===== config.mk =====
export PLATFORM = sky130hd
export DESIGN_NAME = rsq_sequencer
export DESIGN_NICKNAME = d
export VERILOG_FILES = /design/src/design/rsq_pkg.sv /design/src/design/rsq_rst_sync.sv /design/src/design/rsq_sequencer.sv
export SDC_FILE = /design/constraint.sdc
export NUM_CORES = 1
export LEC_CHECK = 0
export BUFFER_PORTS_ARGS = -buffer_cell sky130_fd_sc_hd__buf_4
export CORE_UTILIZATION = 40
export DETAILED_ROUTE_END_ITERATION = 12
export GPL_ROUTABILITY_DRIVEN = 1
export PLACE_DENSITY = 0.82
export SYNTH_ARGS = -nofsm -noshare
export SYNTH_HDL_FRONTEND = slang
export SYNTH_SLANG_ARGS = --single-unit

===== constraint.sdc =====
create_clock -name clk_i -period 1.15 [get_ports clk_i]
set_input_delay 0.115 -clock clk_i [delete_from_list [all_inputs] [get_ports clk_i]]
set_output_delay 0.115 -clock clk_i [all_outputs]
set_load 0.02 [all_outputs]

===== src/design/rsq_pkg.sv =====
// Constants, field layout and state type for the reset sequencer.
// Assumes a 40 MHz system clock; the Wishbone master uses byte addresses.
package rsq_pkg;
    localparam int CLK_PERIOD_NS = 25;
    localparam int POR_DELAY_NS = 100000;
    localparam int POR_DELAY_CYC = (POR_DELAY_NS + CLK_PERIOD_NS - 1) / CLK_PERIOD_NS;
    localparam int SHORT_HOLD_CYC = 4;

    localparam logic [7:0] ADR_RESET_SOURCE = 8'h00;
    localparam logic [7:0] ADR_MONITOR_CTL = 8'h04;

    localparam int SRC_PIN_BIT = 0;
    localparam int SRC_POR_BIT = 1;
    localparam int SRC_LVL_BIT = 2;
    localparam int SRC_MON0_BIT = 3;
    localparam int SRC_SW_BIT = 4;

    localparam int MON_LVL1_EN_BIT = 4;
    localparam int MON_STAT_BIT = 6;
    localparam int MON_EN_BIT = 7;

    localparam logic [7:0] PORT_LATCH_RST = 8'hff;
    localparam logic [15:0] RESET_VECTOR = 16'h0000;
    localparam logic [3:0] WDT_CLK_DIV = 4'hc;

    typedef enum logic [2:0] {
        RSQ_SUPPLY_LOW,
        RSQ_POR_DELAY,
        RSQ_MON_HOLD,
        RSQ_SHORT_HOLD,
        RSQ_RUN
    } rsq_state_t;
endpackage : rsq_pkg


===== src/design/rsq_rst_sync.sv =====
// Reset synchroniser: asynchronous assertion, two-flop synchronous release.
// Assumes req_i is glitch free (driven from a flop or a reset port).
`timescale 1ns/1ps
module rsq_rst_sync
(
    input wire logic clk_i,
    input wire logic req_i,
    output logic rst_o
);
    logic meta_r;
    logic hold_r;

    // Release waits two edges so no flop sees a metastable release
    always_ff @(posedge clk_i or posedge req_i)
    begin
        if (req_i)
        begin
            meta_r <= 1'b1;
            hold_r <= 1'b1;
        end
        else
        begin
            meta_r <= 1'b0;
            hold_r <= meta_r;
        end
    end

    assign rst_o = hold_r;
endmodule : rsq_rst_sync


===== src/design/rsq_sequencer.sv =====
// Central reset sequencer: power-on delay, monitor, pin and software resets.
// Assumes rst_i is the power-on reset, inputs synchronous to clk_i,
// and a classic Wishbone master on the register port.
`timescale 1ns/1ps
module rsq_sequencer
    import rsq_pkg::*;
#(
    parameter int POR_CYC = POR_DELAY_CYC,
    parameter int CNT_W = 16
)
(
    input wire logic clk_i,
    input wire logic rst_i,
    input wire logic supply_good_i,
    input wire logic mon0_low_i,
    input wire logic rst_pin_i,
    input wire logic wb_cyc_i,
    input wire logic wb_stb_i,
    input wire logic wb_we_i,
    input wire logic [7:0] wb_adr_i,
    input wire logic [3:0] wb_sel_i,
    input wire logic [31:0] wb_dat_i,
    output logic wb_ack_o,
    output logic [31:0] wb_dat_o,
    output logic core_rst_o,
    output logic rst_pin_o,
    output logic rst_pin_oen_o,
    output logic [7:0] port_latch_o,
    output logic port_od_o,
    output logic weak_pullup_en_o,
    output logic [15:0] reset_vector_o,
    output logic clk_int_sel_o,
    output logic wdt_en_o,
    output logic [3:0] wdt_div_o,
    output logic mon0_en_o,
    output logic mon0_sel_o,
    output logic mon1_en_o
);
    localparam logic [CNT_W-1:0] POR_LAST = CNT_W'(POR_CYC - 1);
    localparam logic [2:0] SHORT_LAST = 3'(SHORT_HOLD_CYC - 1);

    rsq_state_t state_r;
    logic [CNT_W-1:0] por_cnt_r;
    logic [2:0] hold_cnt_r;
    logic req_r;
    logic pin_drive_r;
    logic por_flag_r;
    logic pin_flag_r;
    logic lvl_flag_r;
    logic mon0_flag_r;
    logic sw_flag_r;
    logic mon0_en_r;
    logic mon0_sel_r;
    logic ack_r;
    logic [31:0] dat_r;
    logic [7:0] port_latch_r;
    logic [15:0] vector_r;
    logic [3:0] wdt_div_r;
    logic ctl_r;
    logic core_rst;

    logic bus_req;
    logic wr_src;
    logic wr_mon;
    logic lvl_trip;
    logic mon0_trip;
    logic pin_req;
    logic sw_req;
    logic leave_run;
    logic [31:0] rd_nxt;

    assign bus_req = wb_cyc_i & wb_stb_i & ~ack_r;
    assign wr_src = bus_req & wb_we_i & wb_sel_i[0] & (wb_adr_i == ADR_RESET_SOURCE);
    assign wr_mon = bus_req & wb_we_i & wb_sel_i[0] & (wb_adr_i == ADR_MONITOR_CTL);

    // Level monitor has no enable at all
    assign lvl_trip = ~supply_good_i;
    assign mon0_trip = mon0_en_r & mon0_sel_r & mon0_low_i;
    // Pin is only an input while this block is not pulling it low
    assign pin_req = ~rst_pin_i & ~pin_drive_r;
    assign sw_req = wr_src & wb_dat_i[SRC_SW_BIT];
    assign leave_run = (state_r == RSQ_RUN) & (lvl_trip | mon0_trip | pin_req | sw_req);

    // Sequencing state
    always_ff @(posedge clk_i)
    begin
        if (rst_i)
        begin
            state_r <= RSQ_SUPPLY_LOW;
        end
        else
        begin
            case (state_r)
                RSQ_SUPPLY_LOW:
                begin
                    if (supply_good_i)
                    begin
                        state_r <= RSQ_POR_DELAY;
                    end
                end
                RSQ_POR_DELAY:
                begin
                    if (!supply_good_i)
                    begin
                        state_r <= RSQ_SUPPLY_LOW;
                    end
                    else if (por_cnt_r == POR_LAST)
                    begin
                        state_r <= RSQ_RUN;
                    end
                end
                RSQ_RUN:
                begin
                    if (lvl_trip || mon0_trip)
                    begin
                        state_r <= RSQ_MON_HOLD;
                    end
                    else if (pin_req || sw_req)
                    begin
                        state_r <= RSQ_SHORT_HOLD;
                    end
                end
                RSQ_MON_HOLD:
                begin
                    // No power-on delay after a monitor reset
                    if (supply_good_i && !mon0_trip)
                    begin
                        state_r <= RSQ_RUN;
                    end
                end
                RSQ_SHORT_HOLD:
                begin
                    if (lvl_trip)
                    begin
                        state_r <= RSQ_MON_HOLD;
                    end
                    else if (hold_cnt_r == SHORT_LAST && rst_pin_i)
                    begin
                        state_r <= RSQ_RUN;
                    end
                end
                default:
                begin
                    state_r <= RSQ_SUPPLY_LOW;
                end
            endcase
        end
    end

    // Power-on delay counter, untouched by non power-on resets
    always_ff @(posedge clk_i)
    begin
        if (rst_i || !supply_good_i || state_r != RSQ_POR_DELAY)
        begin
            por_cnt_r <= '0;
        end
        else if (por_cnt_r != POR_LAST)
        begin
            por_cnt_r <= por_cnt_r + 1'b1;
        end
    end

    // Short hold for pin and software resets
    always_ff @(posedge clk_i)
    begin
        if (rst_i || state_r != RSQ_SHORT_HOLD)
        begin
            hold_cnt_r <= '0;
        end
        else if (hold_cnt_r != SHORT_LAST)
        begin
            hold_cnt_r <= hold_cnt_r + 1'b1;
        end
    end

    // Registered request keeps glitches off the asynchronous set
    always_ff @(posedge clk_i)
    begin
        if (rst_i)
        begin
            req_r <= 1'b1;
            pin_drive_r <= 1'b1;
        end
        else
        begin
            req_r <= (state_r != RSQ_RUN) | leave_run;
            // A level drop inside a short hold must pull the pin as well
            pin_drive_r <= (state_r == RSQ_SUPPLY_LOW) | (state_r == RSQ_POR_DELAY)
                | (state_r == RSQ_MON_HOLD)
                | ((state_r == RSQ_RUN) & mon0_trip)
                | (((state_r == RSQ_RUN) | (state_r == RSQ_SHORT_HOLD)) & lvl_trip);
        end
    end

    rsq_rst_sync u_sync
    (
        .clk_i(clk_i),
        .req_i(rst_i | req_r),
        .rst_o(core_rst)
    );

    // Reset cause flags
    always_ff @(posedge clk_i)
    begin
        if (rst_i)
        begin
            por_flag_r <= 1'b0;
            pin_flag_r <= 1'b0;
            lvl_flag_r <= 1'b0;
            mon0_flag_r <= 1'b0;
            sw_flag_r <= 1'b0;
        end
        else if (state_r == RSQ_POR_DELAY && por_cnt_r == POR_LAST && supply_good_i)
        begin
            por_flag_r <= 1'b1;
            // Other causes read as zero here, allowed to be anything
            pin_flag_r <= 1'b0;
            lvl_flag_r <= 1'b0;
            mon0_flag_r <= 1'b0;
            sw_flag_r <= 1'b0;
        end
        else if (leave_run)
        begin
            por_flag_r <= 1'b0;
            lvl_flag_r <= lvl_trip;
            mon0_flag_r <= ~lvl_trip & mon0_trip;
            pin_flag_r <= ~lvl_trip & ~mon0_trip & pin_req;
            sw_flag_r <= ~lvl_trip & ~mon0_trip & ~pin_req & sw_req;
        end
    end

    // Primary monitor enable: only power-on forces it
    always_ff @(posedge clk_i)
    begin
        if (rst_i)
        begin
            mon0_en_r <= 1'b1;
        end
        else if (wr_mon)
        begin
            mon0_en_r <= wb_dat_i[MON_EN_BIT];
        end
    end

    // Source select is an ordinary register, defaulted by every reset
    always_ff @(posedge clk_i)
    begin
        if (rst_i || core_rst)
        begin
            mon0_sel_r <= 1'b1;
        end
        else if (wr_src)
        begin
            mon0_sel_r <= wb_dat_i[SRC_POR_BIT];
        end
    end

    // Wishbone slave, one wait state; unmapped reads return zero
    always_comb
    begin
        rd_nxt = '0;
        if (wb_adr_i == ADR_RESET_SOURCE)
        begin
            rd_nxt[SRC_PIN_BIT] = pin_flag_r;
            rd_nxt[SRC_POR_BIT] = por_flag_r;
            rd_nxt[SRC_LVL_BIT] = lvl_flag_r;
            rd_nxt[SRC_MON0_BIT] = mon0_flag_r;
            rd_nxt[SRC_SW_BIT] = sw_flag_r;
        end
        else if (wb_adr_i == ADR_MONITOR_CTL)
        begin
            rd_nxt[MON_EN_BIT] = mon0_en_r;
            rd_nxt[MON_STAT_BIT] = supply_good_i;
            rd_nxt[MON_LVL1_EN_BIT] = 1'b1;
        end
    end

    always_ff @(posedge clk_i)
    begin
        if (rst_i)
        begin
            ack_r <= 1'b0;
            dat_r <= '0;
        end
        else
        begin
            ack_r <= bus_req;
            dat_r <= bus_req ? rd_nxt : '0;
        end
    end

    // Defaults handed to core, clocking, watchdog and ports
    always_ff @(posedge clk_i)
    begin
        if (rst_i || core_rst)
        begin
            port_latch_r <= PORT_LATCH_RST;
            vector_r <= RESET_VECTOR;
            wdt_div_r <= WDT_CLK_DIV;
            ctl_r <= 1'b1;
        end
    end

    // Data memory has no reset path here; core reset reloads the program counter
    assign core_rst_o = core_rst;
    assign rst_pin_o = 1'b0;
    assign rst_pin_oen_o = ~pin_drive_r;
    assign port_latch_o = port_latch_r;
    assign port_od_o = ctl_r;
    assign weak_pullup_en_o = ctl_r;
    assign reset_vector_o = vector_r;
    assign clk_int_sel_o = ctl_r;
    assign wdt_en_o = ctl_r;
    assign wdt_div_o = wdt_div_r;
    assign mon0_en_o = mon0_en_r;
    assign mon0_sel_o = mon0_sel_r;
    assign mon1_en_o = ctl_r;
    assign wb_ack_o = ack_r;
    assign wb_dat_o = dat_r;
endmodule : rsq_sequencer


==> key figures, run 1 <==
Setup path
  • Crit-path max cell delay: 530 ps
  • Nature of the critical path endpoint: flop
  • Most used cell, CP: or4_4
  • CP arrival: roughly 2300 ps
  • Crit path cell chain: or4_4, or4_4, a221oi_4, a21boi_2, o21a_1
  • Critical path required time: roughly 1400 ps
  • FF-to-FF path depth: 5
  • RR Endpoint: state_r[1]$_SDFFE_PP0P_
  • Slowest stage cell, crit path: or4_4
  • Reg-to-reg slack, setup: -920 ps
  • Top Family by Delay on Critical Path: simple AND/OR/NAND/NOR gates
  • Maximum fanout along the worst path: 3
  • Worst r2r src: por_cnt_r[5]$_SDFFE_PP0P_
  • Kind of critical path: reg2reg
  • Worst setup SP type: flop
  • Buf/Inv on CP: 0

Die
  • CORE AREA: about 0.0052 mm^2
  • IO Count: between 100 and 150
  • Die X: roughly 76 um
  • Initial core utilization: a little over two fifths
  • Die ar.: between 0.005 and 0.006 mm^2
  • Vert. Die Dim: 76.3 um
  • Row count: 26

Yosys
  • Library cells used by synthesis: between 40 and 50
  • Sequential area share after synthesis: between 30% and 40%
  • Mapped Avg Cell Area: between 8 and 9 um^2
  • Largest family of logic cells by synthesized area: buffers and inverters
  • Synth Area in Compound Gates: around a tenth
  • Mux cell area share after synthesis: less than 1%
  • YS warnings: 0
  • Async SR Flop Fraction: 4.88%
  • Post-synthesis adder-cell area fraction: under 10%
  • Number of synthesized flops with an enable pin: 0
  • Post-Synth XOR/XNOR Area: under 10%
  • Post-Synth Simple-Gate Area: 21.0%
  • Ys flop type: dfxtp_1
  • Synthesized flop and latch total: slightly above 40
  • Mapped Cells: 262
  • Synthesized area: ~0.0022 mm^2

Timing
  • Tcrit/Tclk final: 180%
  • Skew final: a little under 5 ps
  • Worst slew margin: between 60% and 70%
  • Hold Vio Cnt, Final: 0
  • Worst-Margin Slew: 547 ps
  • RSZ-0062 raised after global routing: true
  • F_max: between 0.4 and 0.5 GHz
  • Final WS setup: -918 ps
  • Slew Limit Fails: 0
  • Min Tclk post-route: roughly 2100 ps
  • Final TNS setup: -12830 ps
  • Number of setup violations in the final report: 32

CTS
  • Inserted Clock Buffers: 5
  • Worst-skew pair later-pin latency: approximately 300 ps
  • TritonCTS clock tree: built
  • Clock Tree Buf Depth: 2
  • Root Driver: clkbuf_8
  • CTS clk-pin slew, worst paths: around 80 ps
  • CTS sink cnt: 41
  • H-tree lvl count: 2

Outcome
  • Failing checks: negative setup slack
  • Status: finished, violations left

Hold path
  • Hold path start: wb_dat_i[7]
  • Hold path depth: 3
  • Hold Crit Class: in2reg
  • Sink of the worst hold path: mon0_en_o$_SDFFE_PP1P_

GRT
  • Number of global-route vias before repair: just under 2000
  • GRT overflow: 0
  • Largest net degree at the start of global routing: 13
  • GR Util All Layers: between 10% and 20%
  • Number of antenna violations at the first check in global routing: 0
  • Global-route wire length before repair: 8870 um

Drt
  • Drt drc: 0
  • Via count: between 2000 and 2500
  • Initial drt markers: around 110
  • Routed len/inst: 13.6 um
  • ANT nets after route: 0
  • Total Routed Length: 5960 um
  • First-pass DRT Iterations: 4
  • Drt via density: between 4 and 5

Layout
  • Nets@finish: 423
  • Most common cell after layout, fill and taps aside: buf_4
  • Fraction of layout cells with a size suffix above 1: between 40% and 50%
  • Fill cell count: between 300 and 400
  • Finished Core Util: 63.9%
  • Most frequent cells in the layout: buf_4, conb_1, nor2_1
  • Finished Layout Cells: about 440
  • Register Area: approximately 860 um^2
  • # diodes: 0
  • Layout overhead on the synthesized area: 50.5%
  • Multi-input logic area: about 0.0014 mm^2

Pwr
  • Int Pwr: 0.00247 W
  • Sw Share: 32.6%
  • Combinational share of power: between 30% and 40%
  • Seq pwr share: 42.6%
  • Clock Power Share: between 20% and 30%
  • Cell Pwr Density: about 1100 mW/mm^2
  • P_leak: around 1.5 nW
  • Net switching power: around 0.0012 W
  • Max VDD drop: approximately 0.58 mV
  • Power Total: between 0.003 and 0.004 W

Job
  • Number of max-cap violations: 0

Place
  • Port bufs: 31
  • Detailed placer's ending HPWL: between 3000 and 4000 um
  • Routability cong.: about 0.85
  • Post-Place Cells: about 410
[state kept, by name, summed over array words and instances, names as in the netlist, 3 cells and up]
name,cells
hold_cnt_r,3
state_r,3
wb_dat_o,7
por_cnt_r,16
[worst max path at each step]
stage / from / endpoint / cells past startpoint
global placement: por_cnt_r[15]$_SDFFE_PP0P_ / state_r[0]$_SDFFE_PP0P_ / 5
floorplan: por_cnt_r[5]$_SDFFE_PP0P_ / state_r[0]$_SDFFE_PP0P_ / 6
finish: por_cnt_r[5]$_SDFFE_PP0P_ / state_r[1]$_SDFFE_PP0P_ / 5
detailed placement: por_cnt_r[15]$_SDFFE_PP0P_ / state_r[0]$_SDFFE_PP0P_ / 5
global route: por_cnt_r[5]$_SDFFE_PP0P_ / state_r[1]$_SDFFE_PP0P_ / 5
CTS: por_cnt_r[5]$_SDFFE_PP0P_ / state_r[0]$_SDFFE_PP0P_ / 5
[final cells by class]
class | count | share of cell area (%)
clock buffer | 6 | 2.48
clock inverter | 1 | 0.226
inverter | 9 | 1.02
multi-input combinational | 205 | 42.3
sequential | 41 | 25.7
tap | 70 | 2.63
timing repair buffer | 106 | 25.6
[through the flow]
stage | hold slack [ps] | instance area, um^2 | worst slack (ps)
after floorplan | 232 | 2470 | -1040
after global placement | 287 | 2750 | -955
after detailed placement | 302 | 2750 | -1000
after CTS | 34.4 | 3180 | -898
after global routing | 54.0 | 3320 | -963
final | 51.1 | 3320 | -918
[power groups by stage]
stage                     sequential (W)  combinational (W)  clock, W
final                            0.00156            0.00113  0.000970
after global placement           0.00156           0.000891         0
after global routing             0.00156            0.00120   0.00104
after CTS                        0.00154           0.000998  0.000973
after floorplan                  0.00156           0.000701         0
after detailed placement         0.00156           0.000918         0
[what timing repair did]
item | CTS | global route
hold buffers | 1 | 0
endpoints found under the hold margin | 2 | 0
setup endpoints to repair | 32 | 38
setup buffers | 12 | 9
gates resized for setup | 63 | 29
pin swaps | 21 | 25
[cells in the mapped netlist (4+ instances only)]
library cell / instances / area, um^2
nand2_1: 22 / 82.6
xnor2_1: 5 / 43.8
and3_1: 6 / 37.5
dfxtp_1: 39 / 781
nor2_1: 27 / 101
nand3_1: 15 / 75.1
a21oi_1: 12 / 60.1
nor3_1: 7 / 35.0
buf_4: 59 / 443
clkbuf_1: 4 / 15.0
xor2_1: 9 / 78.8
inv_1: 9 / 33.8
[layer usage]
metal  wire [um]  up-vias  track usage [%]
met3         386       15             3.83
li1            -      971                -
met4         130        0             9.04
met2        3200      103             37.0
met5           0        -                0
met1        2250      965             20.2
[worst register-to-register path, stage by stage (launching register included)]
cell	delay, ps
dfxtp_2	320
or4_4	530
or4_4	450
a221oi_4	320
a21boi_2	230
o21a_1	140
[cell families (layout without fill, tap and decap cells)]
kind of cell,count (synthesis),in the layout
adder cells (fa/ha/maj),3,3
AO/OA/AOI/OAI,31,31
XOR/XNOR,14,14
multiplexers,2,2
AND/OR/NAND/NOR,95,95
other,2,60
buffers and inverters,74,122
flip-flops,41,41
Note: power is estimated with default switching activity, not from simulation.
==> run 2, diff against run 1 <==
CTS_CLUSTER_SIZE = 20   (was unset)
PLACE_DENSITY = 0.7   (was 0.82)
==> run 2 against run 1 <==
The flow still finishes with violations (negative setup slack). Largest power group unchanged. Largest cell class unchanged. Sequential share of layout area down 1.1 points. Critical path depth unchanged. Via count up 2.4%. Clock power up 0.9%. Fmax down 2.3%. Total power up 1.9%.
==> key figures, run 2 (synthesized netlist as in run 1, its figures left out) <==
Die
  • IO Count: 123 (unchanged)
  • Die ar.: 0.00583 mm^2 (unchanged)
  • Vert. Die Dim: 76.3 um (unchanged)
  • Row count: 26 (unchanged)
  • Die X: 76.3 um (unchanged)
  • Initial core utilization: 42.5% (unchanged)
  • CORE AREA: 0.00520 mm^2 (unchanged)

GRT
  • Number of global-route vias before repair: 1869 (was 1964)
  • GR Util met1: 19.0% (was 20.2%)
  • Number of antenna violations at the first check in global routing: 0 (unchanged)
  • GRT busiest layer: met2 (unchanged)
  • GRT overflow: 0 (unchanged)
  • Grt met2 use: 33.4% (was 37.0%)
  • GR Util All Layers: 17.6% (was 19.4%)
  • Global-route wire length before repair: 8180 um (was 8870 um)
  • Largest net degree at the start of global routing: 15 (was 13)
  • GRT met3 Usage: 3.11% (was 3.83%)

Timing
  • Worst-Margin Slew: 606 ps (was 547 ps)
  • Final WS setup: -967 ps (was -918 ps)
  • Worst slew margin: 58.5% (was 62.6%)
  • Hold Vio Cnt, Final: 0 (unchanged)
  • Final TNS setup: -14450 ps (was -12830 ps)
  • Tcrit/Tclk final: 184% (was 180%)
  • Skew final: 4.79 ps (was 4.94 ps)
  • RSZ-0062 raised after global routing: true (unchanged)
  • Hold WS: 42.6 ps (was 51.1 ps)
  • Slew Limit Fails: 0 (unchanged)
  • F_max: 0.472 GHz (was 0.484 GHz)
  • Number of setup violations in the final report: 27 (was 32)
  • Min Tclk post-route: 2120 ps (was 2070 ps)

Pwr
  • Seq pwr share: 41.9% (was 42.6%)
  • Int Pwr: 0.00249 W (was 0.00247 W)
  • Sw Share: 33.4% (was 32.6%)
  • Clock Power Share: 26.2% (was 26.5%)
  • Power Total: 0.00373 W (was 0.00366 W)
  • Max VDD drop: 0.665 mV (was 0.580 mV)
  • Cell Pwr Density: 1080 mW/mm^2 (was 1100 mW/mm^2)
  • Net switching power: 0.00125 W (was 0.00119 W)
  • Combinational share of power: 31.9% (was 31.0%)
  • P_leak: 1.56 nW (was 1.52 nW)

CTS
  • Inserted Clock Buffers: 5 (unchanged)
  • CTS clk-pin slew, worst paths: 80 ps (about the same)
  • Root Driver: clkbuf_8 (unchanged)
  • TritonCTS clock tree: built (unchanged)
  • H-tree lvl count: 2 (unchanged)
  • Worst-skew pair later-pin latency: 310 ps (was 300 ps)
  • Clock Tree Buf Depth: 2 (unchanged)
  • CTS sink cnt: 41 (unchanged)

Setup path
  • Nature of the critical path endpoint: flop (unchanged)
  • Critical path required time: 1350 ps (was 1390 ps)
  • CP arrival: 2320 ps (was 2310 ps)
  • Maximum fanout along the worst path: 3 (unchanged)
  • Worst setup SP type: flop (unchanged)
  • Kind of critical path: reg2reg (unchanged)

Layout
  • Finished Layout Cells: 448 (was 438)
  • Layout overhead on the synthesized area: 56.9% (was 50.5%)
  • Most common cell after layout, fill and taps aside: buf_4 (unchanged)
  • Reg with most FFs: por_cnt_r (unchanged)
  • Most frequent cells in the layout: buf_4, conb_1, dfxtp_1 (was buf_4, conb_1, nor2_1)
  • # diodes: 0 (unchanged)
  • Fill cell count: 368 (was 391)
  • Nets@finish: 432 (was 423)
  • Max reg flops: 16 (unchanged)
  • Fraction of layout cells with a size suffix above 1: 52.6% (was 49.5%)

Drt
  • ANT nets after route: 0 (unchanged)
  • First-pass DRT Iterations: 5 (was 4)
  • Routed len/inst: 13.3 um (was 13.6 um)
  • Total Routed Length: 5960 um (about the same)
  • Initial drt markers: 135 (was 113)
  • Via count: 2103 (was 2054)
  • Drt via density: 4.69 (about the same)
  • Drt drc: 0 (unchanged)

Outcome
  • Status: finished, violations left (unchanged)
  • Failing checks: negative setup slack (unchanged)

Place
  • Port bufs: 31 (unchanged)
  • Pre-CTS setup slack: -1020 ps (was -1000 ps)
  • Detailed placer's ending HPWL: 3460 um (was 3430 um)
  • Post-Place Cells: 417 (was 414)
  • Routability cong.: 0.858 (was 0.845)

Job
  • Number of max-cap violations: 0 (unchanged)

Hold path
  • Hold Crit Class: in2reg (unchanged)
-- run 2: cell count changes in the layout (fill, tap and decap cells not counted), moves of 2 or more --
cell     change
buf_4        +2
nor2_4       +2
buf_6        +7
nand2_1      -4
nand2_2      +4
nor2_1       -2
-- run 2: power groups by stage --
stage | Combinational [W] | Sequential, W | Clock [W]
final | 0.00119 | 0.00156 | 0.000979
after global routing | 0.00127 | 0.00157 | 0.00104
after CTS | 0.000996 | 0.00154 | 0.000969
after global placement | 0.000911 | 0.00157 | 0
after floorplan | 0.000701 | 0.00156 | 0
after detailed placement | 0.000937 | 0.00157 | 0
-- run 2: what timing repair did --
item | CTS | global route
buffers inserted | 10 | 19
gates resized for setup | 46 | 63
setup endpoints to repair | 28 | 38
endpoints found under the hold margin | 2 | 0
gates cloned | 0 | 0
pin swaps | 14 | 40
hold buffers | 1 | 0
-- run 2: final timing paths --
| kind | endpoint | slack [ps] | depth (start not counted) | startpoint |
|---|---|---|---|---|
| max reg2reg | state_r[0]$_SDFFE_PP0P_ | -970 | 5 | por_cnt_r[5]$_SDFFE_PP0P_ |
| min | mon0_en_o$_SDFFE_PP1P_ | 40 | 3 | wb_dat_i[7] |
| min reg2reg | u_sync.meta_r$_DFF_PP1_ | 320 | 1 | req_r$_SDFF_PP1_ |
| min in group asynchronous | u_sync.meta_r$_DFF_PP1_ | 320 | 1 | req_r$_SDFF_PP1_ |
| max | state_r[0]$_SDFFE_PP0P_ | -970 | 5 | por_cnt_r[5]$_SDFFE_PP0P_ |
| max in group asynchronous | u_sync.rst_o$_DFF_PP1_ | 570 | 3 | rst_i |
-- run 2: final cells by class --
class / count / area, um^2 / share of cell area (%)
multi-input combinational: 205 / 1460 / 42.0
timing repair buffer: 115 / 945 / 27.3
sequential: 41 / 855 / 24.7
tap: 70 / 87.6 / 2.53
clock buffer: 5 / 68.8 / 1.99
inverter: 9 / 33.8 / 0.975
clock inverter: 3 / 21.3 / 0.614
-- run 2: worst max-delay path: stages (launching register included) --
cell      delay, ps
dfxtp_2         340
or4_4           560
or4_4           460
a221oi_4        310
inv_1            90
a32o_2          250
-- run 2: per-layer routing --
metal,vias up,share of wire (%)
li1,992,-
met1,987,40
met5,-,0
met2,109,52
met4,0,2.6
met3,15,5.1
-- run 2: metrics by stage --
stage	area [um^2]	util, %
final	3470	66.6
after global routing	3470	66.6
after CTS	3140	60.3
after detailed placement	2770	53.3
after global placement	2770	53.3
after floorplan	2470	-
